--- config.mk ---
export PLATFORM = sky130hd
export DESIGN_NAME = initial_speed_brake_config
export DESIGN_NICKNAME = d
export VERILOG_FILES = /design/src/isd_pkg.sv /design/src/isd_tick_if.sv /design/src/initial_speed_brake_config.sv /design/src/isd_tick_gen.sv
export VERILOG_INCLUDE_DIRS = /design/src
export SDC_FILE = /design/constraint.sdc
export NUM_CORES = 1
export LEC_CHECK = 0
export BUFFER_PORTS_ARGS = -buffer_cell sky130_fd_sc_hd__clkbuf_2
export CAP_MARGIN = 25
export CORE_UTILIZATION = 25
export CTS_CLUSTER_DIAMETER = 100
export DETAILED_ROUTE_END_ITERATION = 7
export GPL_ROUTABILITY_DRIVEN = 0
export SLEW_MARGIN = 15
export SYNTH_ARGS = -nofsm -noshare
export SYNTH_HDL_FRONTEND = slang
export SYNTH_SLANG_ARGS = --single-unit
--- constraint.sdc ---
create_clock -name clk_i -period 5.9 [get_ports clk_i]
set_input_delay 0.885 -clock clk_i [delete_from_list [all_inputs] [get_ports clk_i]]
set_output_delay 0.885 -clock clk_i [all_outputs]
set_load 0.02 [all_outputs]
--- src/isd_cfg.svh ---
// Register offsets, field positions and timing counts for the initial speed detect block
`ifndef ISD_CFG_SVH
`define ISD_CFG_SVH

// Register byte offsets; the configuration word is kept as a word index, byte address is 4x
`define CFG_WORD_INDEX          10'h080
`define CFG_WORD_OFFSET         12'h200
`define ISD_CONTROL_OFFSET      12'h084
`define ISD_STATUS_OFFSET       12'h088
`define CFG_WORD_RESET          32'h00000000
`define CFG_WORD_WMASK          32'hFFFFFFF8

// Configuration word field positions
`define SS_BRK_ENABLE_BIT       25
`define STAT_THR_HI             24
`define STAT_THR_LO             22
`define BRK_SIDE_BIT            21
`define BRK_EXIT_BIT            20
`define BRK_CUR_HI              19
`define BRK_CUR_LO              17
`define BRK_HOLD_HI             16
`define BRK_HOLD_LO             13
`define HIZ_HOLD_HI             12
`define HIZ_HOLD_LO             9
`define SS_TIME_HI              8
`define SS_TIME_LO              6
`define RESYNC_HI               5
`define RESYNC_LO               3

// Control register bits
`define CTL_START_BIT           0
`define CTL_STATIONARY_BIT      1

// Timing
`define CLK_PERIOD_NS           10
`define TICK_PERIOD_NS          1000000
`define MS_TICK_CYCLES          (`TICK_PERIOD_NS / `CLK_PERIOD_NS)

`endif

--- src/isd_pkg.sv ---
// Types shared by the initial speed detect configuration block
package isd_pkg;
    typedef enum logic [1:0] {
        ST_IDLE  = 2'b00,
        ST_BRAKE = 2'b01,
        ST_HIZ   = 2'b11,
        ST_DONE  = 2'b10
    } seq_state_e;

    typedef logic [13:0] ms_t;
endpackage : isd_pkg

--- src/isd_tick_if.sv ---
// Millisecond tick carrier between the sequencer and the tick generator
`timescale 1ns/1ps
`default_nettype none
interface isd_tick_if;
    logic tick;
    modport gen (output tick);
    modport use_ (input tick);
endinterface : isd_tick_if
`default_nettype wire
--- src/initial_speed_brake_config.sv ---
// Initial speed detect configuration word, threshold decode and brake sequencer
// How it works
// - Bits 24-22 pick the stationary back-EMF threshold of 5,10,15,20,25,30,50 or 100 mV.
// - Bit 21 low brakes on all three low-side switches, high on all three high-side ones.
// - Bit 20 low ends braking after the brake duration, high when phase current is below limit.
// - Bits 19-17 pick the brake exit current level of 5,10,15,20,25,30,50 or 100 mV.
// - Bits 16-13 pick the brake duration from 10 ms up to 15 s.
// - Bits 12-9 pick the high-impedance hold time from the same 10 ms to 15 s table.
// - Bits 8-6 pick the standstill brake time of 1,10,25,50,100,250,500 or 1000 ms.
// - Bits 5-3 codes 1 to 7 give the 300 to 1250 mV back-EMF level below which it coasts.
// - Code zero in bits 5-3 makes the coast level come from the minimum duty setting.
// - Bits 2-0 are reserved, read zero and do nothing.
// - A stationary motor is braked on a standstill request only when the standstill brake enable bit is set.
//
// The register offsets and register access over APB were decided locally.
`timescale 1ns/1ps
`default_nettype none
`include "isd_cfg.svh"
module initial_speed_brake_config
    import isd_pkg::*;
#(
    parameter int unsigned TICK_CYCLES = `MS_TICK_CYCLES
) (
    // Clock, reset, enable
    input  wire logic        clk_i,
    input  wire logic        rst_i,
    input  wire logic        ce_i,
    // APB slave
    input  wire logic        psel_i,
    input  wire logic        penable_i,
    input  wire logic        pwrite_i,
    input  wire logic [11:0] paddr_i,
    input  wire logic [31:0] pwdata_i,
    output logic      [31:0] prdata_o,
    output logic             pready_o,
    output logic             pslverr_o,
    // Analog measurements in mV and duty-derived coast level
    input  wire logic [10:0] phase_emf_mv_i,
    input  wire logic [10:0] phase_cur_mv_i,
    input  wire logic [10:0] min_duty_emf_mv_i,
    // Decoded levels and power stage control
    output logic      [10:0] stat_thr_mv_o,
    output logic      [10:0] brk_cur_mv_o,
    output logic      [10:0] resync_thr_mv_o,
    output logic             motor_stationary_o,
    output logic             coast_not_resync_o,
    output logic             low_side_on_o,
    output logic             high_side_on_o,
    output logic             outputs_hiz_o,
    output logic             busy_o
);
    isd_tick_if tk ();

    isd_tick_gen #(
        .TICK_CYCLES (TICK_CYCLES)
    ) u_tick (
        .clk_i (clk_i),
        .rst_i (rst_i),
        .ce_i  (ce_i),
        .tk    (tk)
    );

    function automatic logic [10:0] mv8(input logic [2:0] c);
        case (c)
            3'h0:    mv8 = 11'd5;
            3'h1:    mv8 = 11'd10;
            3'h2:    mv8 = 11'd15;
            3'h3:    mv8 = 11'd20;
            3'h4:    mv8 = 11'd25;
            3'h5:    mv8 = 11'd30;
            3'h6:    mv8 = 11'd50;
            default: mv8 = 11'd100;
        endcase
    endfunction : mv8

    function automatic ms_t long_ms(input logic [3:0] c);
        case (c)
            4'h0:    long_ms = 14'd10;
            4'h1:    long_ms = 14'd50;
            4'h2:    long_ms = 14'd100;
            4'h3:    long_ms = 14'd200;
            4'h4:    long_ms = 14'd300;
            4'h5:    long_ms = 14'd400;
            4'h6:    long_ms = 14'd500;
            4'h7:    long_ms = 14'd750;
            4'h8:    long_ms = 14'd1000;
            4'h9:    long_ms = 14'd2000;
            4'hA:    long_ms = 14'd3000;
            4'hB:    long_ms = 14'd4000;
            4'hC:    long_ms = 14'd5000;
            4'hD:    long_ms = 14'd7500;
            4'hE:    long_ms = 14'd10000;
            default: long_ms = 14'd15000;
        endcase
    endfunction : long_ms

    function automatic ms_t short_ms(input logic [2:0] c);
        case (c)
            3'h0:    short_ms = 14'd1;
            3'h1:    short_ms = 14'd10;
            3'h2:    short_ms = 14'd25;
            3'h3:    short_ms = 14'd50;
            3'h4:    short_ms = 14'd100;
            3'h5:    short_ms = 14'd250;
            3'h6:    short_ms = 14'd500;
            default: short_ms = 14'd1000;
        endcase
    endfunction : short_ms

    function automatic logic [10:0] resync_mv(input logic [2:0] c);
        case (c)
            3'h1:    resync_mv = 11'd300;
            3'h2:    resync_mv = 11'd400;
            3'h3:    resync_mv = 11'd500;
            3'h4:    resync_mv = 11'd600;
            3'h5:    resync_mv = 11'd800;
            3'h6:    resync_mv = 11'd1000;
            default: resync_mv = 11'd1250;
        endcase
    endfunction : resync_mv

    // Register file
    logic [31:0] cfg_r;
    logic [31:0] cfg_nxt;
    logic [31:0] rdata_r;
    logic [31:0] rdata_nxt;
    logic        ready_r;
    logic        ready_nxt;
    logic        err_r;
    logic        err_nxt;
    logic        start_nxt;
    logic        stat_req_nxt;

    wire logic acc  = psel_i && penable_i && !ready_r;
    // Writes land only at the edge where the master sees pready high
    wire logic wcom = psel_i && penable_i && ready_r && pwrite_i;

    always_comb begin
        cfg_nxt      = cfg_r;
        rdata_nxt    = rdata_r;
        ready_nxt    = acc;
        err_nxt      = 1'b0;
        start_nxt    = 1'b0;
        stat_req_nxt = 1'b0;
        if (wcom) begin
            if (paddr_i == `CFG_WORD_OFFSET) begin
                cfg_nxt = pwdata_i & `CFG_WORD_WMASK;
            end
            if (paddr_i == `ISD_CONTROL_OFFSET) begin
                start_nxt    = pwdata_i[`CTL_START_BIT];
                stat_req_nxt = pwdata_i[`CTL_STATIONARY_BIT];
            end
        end
        if (acc) begin
            rdata_nxt = 32'h00000000;
            case (paddr_i)
                `CFG_WORD_OFFSET: begin
                    if (!pwrite_i) begin
                        rdata_nxt = cfg_r;
                    end
                end
                `ISD_CONTROL_OFFSET: begin
                    rdata_nxt = 32'h00000000;
                end
                `ISD_STATUS_OFFSET: begin
                    rdata_nxt = {26'h0000000, busy_o, outputs_hiz_o, high_side_on_o,
                                 low_side_on_o, coast_not_resync_o, motor_stationary_o};
                end
                default: err_nxt = 1'b1;
            endcase
        end
    end

    always_ff @(posedge clk_i or posedge rst_i) begin
        if (rst_i) begin
            cfg_r   <= `CFG_WORD_RESET;
            rdata_r <= 32'h00000000;
            ready_r <= 1'b0;
            err_r   <= 1'b0;
        end else if (ce_i) begin
            cfg_r   <= cfg_nxt;
            rdata_r <= rdata_nxt;
            ready_r <= ready_nxt;
            err_r   <= err_nxt;
        end
    end

    assign prdata_o  = rdata_r;
    assign pready_o  = ready_r;
    assign pslverr_o = err_r;

    // Threshold decode and comparisons
    logic [10:0] stat_thr_r;
    logic [10:0] brk_cur_r;
    logic [10:0] resync_r;
    logic        stat_r;
    logic        coast_r;
    logic [10:0] resync_sel;

    always_comb begin
        if (cfg_r[`RESYNC_HI:`RESYNC_LO] == 3'h0) begin
            resync_sel = min_duty_emf_mv_i;
        end else begin
            resync_sel = resync_mv(cfg_r[`RESYNC_HI:`RESYNC_LO]);
        end
    end

    always_ff @(posedge clk_i or posedge rst_i) begin
        if (rst_i) begin
            stat_thr_r <= 11'h000;
            brk_cur_r  <= 11'h000;
            resync_r   <= 11'h000;
            stat_r     <= 1'b0;
            coast_r    <= 1'b0;
        end else if (ce_i) begin
            stat_thr_r <= mv8(cfg_r[`STAT_THR_HI:`STAT_THR_LO]);
            brk_cur_r  <= mv8(cfg_r[`BRK_CUR_HI:`BRK_CUR_LO]);
            resync_r   <= resync_sel;
            stat_r     <= phase_emf_mv_i < mv8(cfg_r[`STAT_THR_HI:`STAT_THR_LO]);
            coast_r    <= phase_emf_mv_i < resync_sel;
        end
    end

    assign stat_thr_mv_o      = stat_thr_r;
    assign brk_cur_mv_o       = brk_cur_r;
    assign resync_thr_mv_o    = resync_r;
    assign motor_stationary_o = stat_r;
    assign coast_not_resync_o = coast_r;

    // Brake and high-impedance sequencer, started by a control write
    seq_state_e st_r;
    seq_state_e st_nxt;
    ms_t        ms_r;
    ms_t        ms_nxt;
    logic       lo_r;
    logic       lo_nxt;
    logic       hi_r;
    logic       hi_nxt;
    logic       hiz_r;
    logic       hiz_nxt;
    logic       busy_r;
    logic       busy_nxt;

    wire logic brake_done = cfg_r[`BRK_EXIT_BIT] ?
                            (phase_cur_mv_i < brk_cur_r) :
                            (tk.tick && ms_r <= 14'd1);

    always_comb begin
        st_nxt  = st_r;
        ms_nxt  = ms_r;
        lo_nxt  = 1'b0;
        hi_nxt  = 1'b0;
        hiz_nxt = 1'b0;
        case (st_r)
            ST_IDLE: begin
                if (stat_req_nxt && cfg_r[`SS_BRK_ENABLE_BIT] && stat_r) begin
                    st_nxt = ST_BRAKE;
                    ms_nxt = short_ms(cfg_r[`SS_TIME_HI:`SS_TIME_LO]);
                end else if (start_nxt) begin
                    st_nxt = ST_BRAKE;
                    ms_nxt = long_ms(cfg_r[`BRK_HOLD_HI:`BRK_HOLD_LO]);
                end
            end
            ST_BRAKE: begin
                if (brake_done) begin
                    st_nxt = ST_HIZ;
                    ms_nxt = long_ms(cfg_r[`HIZ_HOLD_HI:`HIZ_HOLD_LO]);
                end else if (tk.tick) begin
                    ms_nxt = ms_r - 14'd1;
                end
            end
            ST_HIZ: begin
                if (tk.tick) begin
                    if (ms_r <= 14'd1) begin
                        st_nxt = ST_DONE;
                    end else begin
                        ms_nxt = ms_r - 14'd1;
                    end
                end
            end
            ST_DONE: st_nxt = ST_IDLE;
            default: st_nxt = ST_IDLE;
        endcase
        if (st_nxt == ST_BRAKE) begin
            lo_nxt = !cfg_r[`BRK_SIDE_BIT];
            hi_nxt = cfg_r[`BRK_SIDE_BIT];
        end
        hiz_nxt  = (st_nxt == ST_HIZ);
        busy_nxt = (st_nxt != ST_IDLE);
    end

    always_ff @(posedge clk_i or posedge rst_i) begin
        if (rst_i) begin
            st_r  <= ST_IDLE;
            ms_r  <= 14'h0000;
            lo_r  <= 1'b0;
            hi_r  <= 1'b0;
            hiz_r  <= 1'b0;
            busy_r <= 1'b0;
        end else if (ce_i) begin
            st_r   <= st_nxt;
            ms_r   <= ms_nxt;
            lo_r   <= lo_nxt;
            hi_r   <= hi_nxt;
            hiz_r  <= hiz_nxt;
            busy_r <= busy_nxt;
        end
    end

    assign low_side_on_o  = lo_r;
    assign high_side_on_o = hi_r;
    assign outputs_hiz_o  = hiz_r;
    assign busy_o         = busy_r;
endmodule : initial_speed_brake_config
`default_nettype wire

--- src/isd_tick_gen.sv ---
// Millisecond tick generator from the system clock
`timescale 1ns/1ps
`default_nettype none
`include "isd_cfg.svh"
module isd_tick_gen #(
    parameter int unsigned TICK_CYCLES = `MS_TICK_CYCLES
) (
    // Clock and reset
    input  wire logic  clk_i,
    input  wire logic  rst_i,
    input  wire logic  ce_i,
    // Tick out
    isd_tick_if.gen    tk
);
    logic [31:0] cnt_r;
    logic [31:0] cnt_nxt;
    logic        tick_r;
    logic        tick_nxt;

    always_comb begin
        tick_nxt = 1'b0;
        cnt_nxt  = cnt_r + 32'h00000001;
        if (cnt_r >= TICK_CYCLES - 1) begin
            cnt_nxt  = 32'h00000000;
            tick_nxt = 1'b1;
        end
    end

    always_ff @(posedge clk_i or posedge rst_i) begin
        if (rst_i) begin
            cnt_r  <= 32'h00000000;
            tick_r <= 1'b0;
        end else if (ce_i) begin
            cnt_r  <= cnt_nxt;
            tick_r <= tick_nxt;
        end
    end

    assign tk.tick = tick_r;
endmodule : isd_tick_gen
`default_nettype wire

After elaboration in Yosys (flattened, before gate mapping)
Memories as Yosys holds them, arrays and structs flattened.
Index checks and enable logic that the tools add are counted.
{ "totals": {"reg_bits": 151, "romBits": 416, "input_bits": 83, "output_inout_bits": 73, "elab_cells": 114, "memories": 2} }
{ "classes": {"add_sub_neg": 2, "order_cmp": 5, "eq_ne": 36, "mux": 32, "reduce_logical": 20} }
{ "memory_table": {"columns": ["memory", "depth", "width", "rd", "rd_ports_with_merged_regs", "wr", "line_no", "text"], "rows": [
  ["(no name shown)", 16, 13, 1, 0, 0, "initial_speed_brake_config.sv:77", "case (c)"],
  ["(no name shown)", 16, 13, 1, 0, 0, "initial_speed_brake_config.sv:77", null]
]} }
{ "ops": {"columns": ["operator", "n"], "rows": [
  ["one-hot mux 7 bit (7 select lines)", 2],
  ["2-to-1 mux 14 bit", 6],
  ["one-hot mux 10 bit (7 select lines)", 1],
  ["one-hot mux 11 bit (6 select lines)", 1],
  ["2-to-1 mux 32 bit", 2],
  ["one-hot mux 32 bit (2 select lines)", 1],
  ["one-hot mux 14 bit (3 select lines)", 1],
  ["equality test 3 bit (second input constant)", 12],
  ["less-than comparator 11 bit", 3],
  ["adder 32 x 1 -> 32 bit (second input constant)", 1],
  ["greater-or-equal comparator 32 x 17 -> 1 bit (second input constant)", 1],
  ["equality test 12 x 8 -> 1 bit (second input constant)", 2],
  ["equality test 3 x 2 -> 1 bit (second input constant)", 8],
  ["2-to-1 mux 11 bit", 2],
  ["less-or-equal comparator 14 x 1 -> 1 bit (second input constant)", 1],
  ["subtractor 14 x 1 -> 14 bit (second input constant)", 1],
  ["equality test 12 x 10 -> 1 bit (second input constant)", 1],
  ["equality test 3 x 1 -> 1 bit (second input constant)", 4],
  ["zero test 3 bit", 4],
  ["2-to-1 mux 1 bit", 10],
  ["2-to-1 mux 2 bit", 5],
  ["one-hot mux 2 bit (4 select lines)", 1],
  ["logical AND 1 bit", 7],
  ["equality test 2 bit (second input constant)", 3],
  ["other kinds (13)", 15]
]} }

Depth between registers and ports, before layout
{ "depth": {"depth_word": 10, "depth_mapped": 11, "ltp_nobuf": 10} }

Cells and area by module
A second synthesis with hierarchy kept.
{ "hier_totals": {"hier_cells": 934, "hier_area_um2": 8501.9} }
{ "by_module_without_submodules": {"columns": ["module", "n_inst", "cells_per_inst", "area_per_inst_um2", "seq_area_each_um2"], "rows": [
  ["initial_speed_brake_config", 1, 738, 6663.9, 2752.6],
  ["isd_tick_gen", 1, 196, 1838.0, 825.8]
]} }

Least setup slack after synthesis
No wires, ideal clock.
{ "synth_path": {"path_type": "in2reg", "from": "input port phase_cur_mv_i[5]", "to": "register ms_r[3]", "setup_time_ns": 0.124, "arrival_time_ns": 2.617, "t_required_ns": 5.776, "slack_ns": 3.159, "cell_stages": 8, "n_path_buf": 1, "path_cell_list": "ha_1 a21oi_1 a21boi_0 a211o_1 nand2_1 buf_2 a221o_1 o31a_1"} }
{ "synth_via": {"elab_chain_cells": 4, "word_cells_on_any_way": 6, "cone_classes": "1 x order compare; 1 x eq/ne; 3 x mux; 1 x reduce/logical"} }
{ "synth_rtl": {"columns": ["element", "line_no", "text"], "rows": [
  ["start: declaration", "initial_speed_brake_config.sv:39", "input wire logic [10:0] phase_cur_mv_i,"],
  ["less-than comparator 11 bit (*)", "initial_speed_brake_config.sv:245", "(phase_cur_mv_i < brk_cur_r) :"],
  ["2-to-1 mux 1 bit (*)", "initial_speed_brake_config.sv:244", "wire logic brake_done = cfg_r[`BRK_EXIT_BIT] ?"],
  ["!= test 3 x 2 -> 1 bit (no source line) or 2-to-1 mux 14 bit (tied branches)", null, null],
  ["AND reduction 6 bit (no source line) or one-hot mux 14 bit (3 select lines) (tied branches)", null, null],
  ["end signal: assignment", "initial_speed_brake_config.sv:302", "ms_r <= ms_nxt;"],
  ["end: declaration", "initial_speed_brake_config.sv:233", "ms_t ms_r;"]
]} }
Every way passes the cells marked *; elsewhere a longest branch is shown, timed or not.
A chain may end at the register's enable or synchronous reset.

Final worst setup path
{ "layout_path": {"from": "input port phase_cur_mv_i[2]", "to": "register ms_r[9]"} }
The elaborated chain is that of the path after synthesis.

==> reports/metrics.yaml <==
cts_resized: 0
crit_chain: "clkbuf_2 -> ha_1 -> nand2_1 -> o21ai_0 -> a211o_1 -> nand2_1 -> a2111oi_0 -> o22ai_1"
clk_pin_slew_ns: 0.07
synth_seq_cells: 143
worst_slack_ns: 2.720
finClkSkew_ns: 0.01011
p_int_mw: 1.809
antenna_left: 0
floorplan.initialDensity: 0.2542
ys_async_sr_fraction: 1.000
area_growth_pct: 20.67
clockPowerShare: 0.413
cts.htree.levels: 4
cellPowerDensity_mw_per_mm2: 267.3
slew_viol_final: 0
post_cts_buffers: 0
p_total_mw: 2.588
ir_drop_v: 0.0001819
rsz0062_at_grt: "false"
synth_cell_types: 70
synth_commonest_cells: "143 x dfrtp_1, 83 x nor2_1, 75 x nand2_1"
grt_overflow: 0
grt_max_degree: 102
io_buffers: 146
synth_edf_count: 0
cts.sink_count: 143
nets: 1074
firstDrtPassIters: 5
synth_area_leader_cell: "dfrtp_1"
crit_required_ns: 6.15
grt_pass1_wl_mm: 36.01
fmax_ghz: 0.3145
relSlewSlack: 0.3537
place_hpwl_mm: 16.17
cts_made_buffers: 17
combPwrFrac: 0.150
drv_cap: 0
core_area_sq_mm: 0.03156
syn-cell-area_sq_mm: 0.008021
switching_share: 0.3011
setup_viol: 0
hp-class: "in2async"
ctsLongestPathBuffers: 2
yosysMostFrequentCell: "dfrtp_1"
synth_cells: 830
wirelength_mm: 22.23
post-route-util: 0.3067
critPathMaxFanout: 11
cp-end-kind: "flop"
fin_cells: 1368
diodes: 0
hold_violations: 0
slowest_stage: "a2111oi_0"
grt_pass1_vias: 6494
route.detailed.drc: 0
critPathKind: "in2reg"
synth_warnings: 0
power_frac_seq: 0.437
dp.cells: 1335
cts_tree: "built"
tns_ns: 0
critPathLaunchType: "input port"
drt_iter0_markers: 416
viasPerCell: 4.919
ys_seq_area_frac: 0.4461
ys.flop_type: "dfrtp_1"
min_period_ns: 3.180
p_sw_mw: 0.7791
yosysTopAreaCellShare: 0.4461
rows: 65
drive_gt1_frac: 0.2412
ioPinCount: 156
grt_use_total: 0.1403
leakage_nw: 4.444
wl_per_cell_um: 16.25
arrival_ns: 3.43
antenna_found_initial: 0
die_h_um: 181.1
worstMarginPinSlew_ns: 0.9694
die_w_um: 181.1
period_share: 0.5390
crit_path_frequent_cell: "nand2_1"
yosys-top-cells-area: "dfrtp_1 45%, ha_1 5.9%, mux2_2 4.1%"
post-place-ws_ns: 2.313
cts_hold_buf: 0
n_fill_cell: 3291
status: "finished, final reports clean"
dieArea_sq_mm: 0.03281
slowest_delay_ns: 0.73
root_buffer: "clkbuf_16"
clk_latency_ns: 0.43
dr_total_vias: 6729
avgSynthCellArea_sq_um: 9.664
[power by group through the flow]
| stage | clock (mW) | combinational [mW] | sequential (mW) |
|---|---|---|---|
| final | 1.07 | 0.388 | 1.13 |
| after global placement | 0 | 0.375 | 1.14 |
| after floorplan | 0 | 0.273 | 1.14 |
| after global routing | 1.15 | 0.438 | 1.14 |
| after detailed placement | 0 | 0.385 | 1.15 |
| after CTS | 1.11 | 0.387 | 1.13 |
[state kept, by name, indices dropped and copies added (netlist names)]
register            count
low_side_on_o           1
high_side_on_o          1
u_tick.cnt_r           32
pslverr_o               1
resync_thr_mv_o        11
coast_not_resync_o      1
pready_o                1
motor_stationary_o      1
brk_cur_mv_o            7
cfg_r                  29
prdata_o               32
outputs_hiz_o           1
busy_o                  1
stat_thr_mv_o           7
st_r                    2
u_tick.tk.tick          1
ms_r                   14
[stage by stage]
| step | hold WS (ns) | cell area [sq um] |
|---|---|---|
| global route | 0.3849 | 9679 |
| CTS | 0.4867 | 9652 |
| floorplan | 0.4622 | 8048 |
| global placement | 0.4660 | 9081 |
| finish | 0.3862 | 9679 |
| detailed placement | 0.4706 | 9081 |
[final cells by class]
type / instances / area [sq um] / share of cell area
tap: 402 / 503.0 / 0.05196
inverter: 29 / 113.9 / 0.01176
timing repair buffer: 152 / 795.8 / 0.08221
multi-input combinational: 610 / 4118 / 0.4254
clock inverter: 12 / 123.9 / 0.01280
clock buffer: 20 / 446.7 / 0.04615
sequential: 143 / 3578 / 0.3697
[worst max-delay path, delay by kind of cell]
kind,cells,cell delay [ns]
buffers and inverters,1,0.08
AO/OA/AOI/OAI,4,1.82
AND/OR/NAND/NOR,2,0.36
adder cells (fa/ha/maj),1,0.29
[cells by family (layout without fill, tap and decap cells)]
family          after synthesis  count (layout)  synth area share
buf+inv                      84             213           0.04539
compound gates              211             211            0.1850
fa+ha+maj                    38              38           0.05927
xor+xnor                     32              32           0.03494
mux                          36              36           0.04945
simple gates                285             285            0.1794
other cells                   1               8         0.0004675
flops                       143             143            0.4461
[per-layer routing]
layer | up-vias | GRT usage | wire (um)
met1 | 3265 | 0.1908 | 10550
met3 | 26 | 0.03528 | 1120
li1 | 3255 | - | -
met4 | 0 | 0.04814 | 370
met5 | - | 0 | 0
met2 | 183 | 0.2155 | 10190
[cell usage in the layout, fill, tap and decap left out, drive strengths merged, types with 4 or more instances in the layout]
cell type / n
nor4: 13
inv: 35
xor2: 19
o21ai: 51
mux2i: 7
nor2: 83
and2: 4
nand3: 23
nand2b: 6
o21a: 5
buf: 6
nand2: 75
ha: 38
dfrtp: 143
o31ai: 5
nor3b: 4
o211ai: 8
a221oi: 5
or2: 5
nand4: 12
xnor2: 13
mux2: 29
and3: 11
nor2b: 5
clkbuf: 166
a21oi: 46
a31oi: 8
o22ai: 5
a211oi: 14
a22o: 30
nor3: 26
and4: 9
o2bb2ai: 5
o41ai: 4
conb: 8
[final timing paths]
check | slack [ns] | start | endpoint | cells after the start
worst max-delay path | 2.72 | phase_cur_mv_i[2] | ms_r[9] | 8
worst min-delay path | 0.39 | rst_i | cfg_r[11] | 2
worst max register to register | 2.84 | brk_cur_mv_o[1] | ms_r[9] | 8
worst min register to register | 0.48 | cfg_r[30] | prdata_o[30] | 1
max in group asynchronous | 4.22 | rst_i | cfg_r[18] | 4
min in group clk_i | 0.48 | cfg_r[30] | prdata_o[30] | 1
Note: power is estimated with default switching activity, not from simulation.
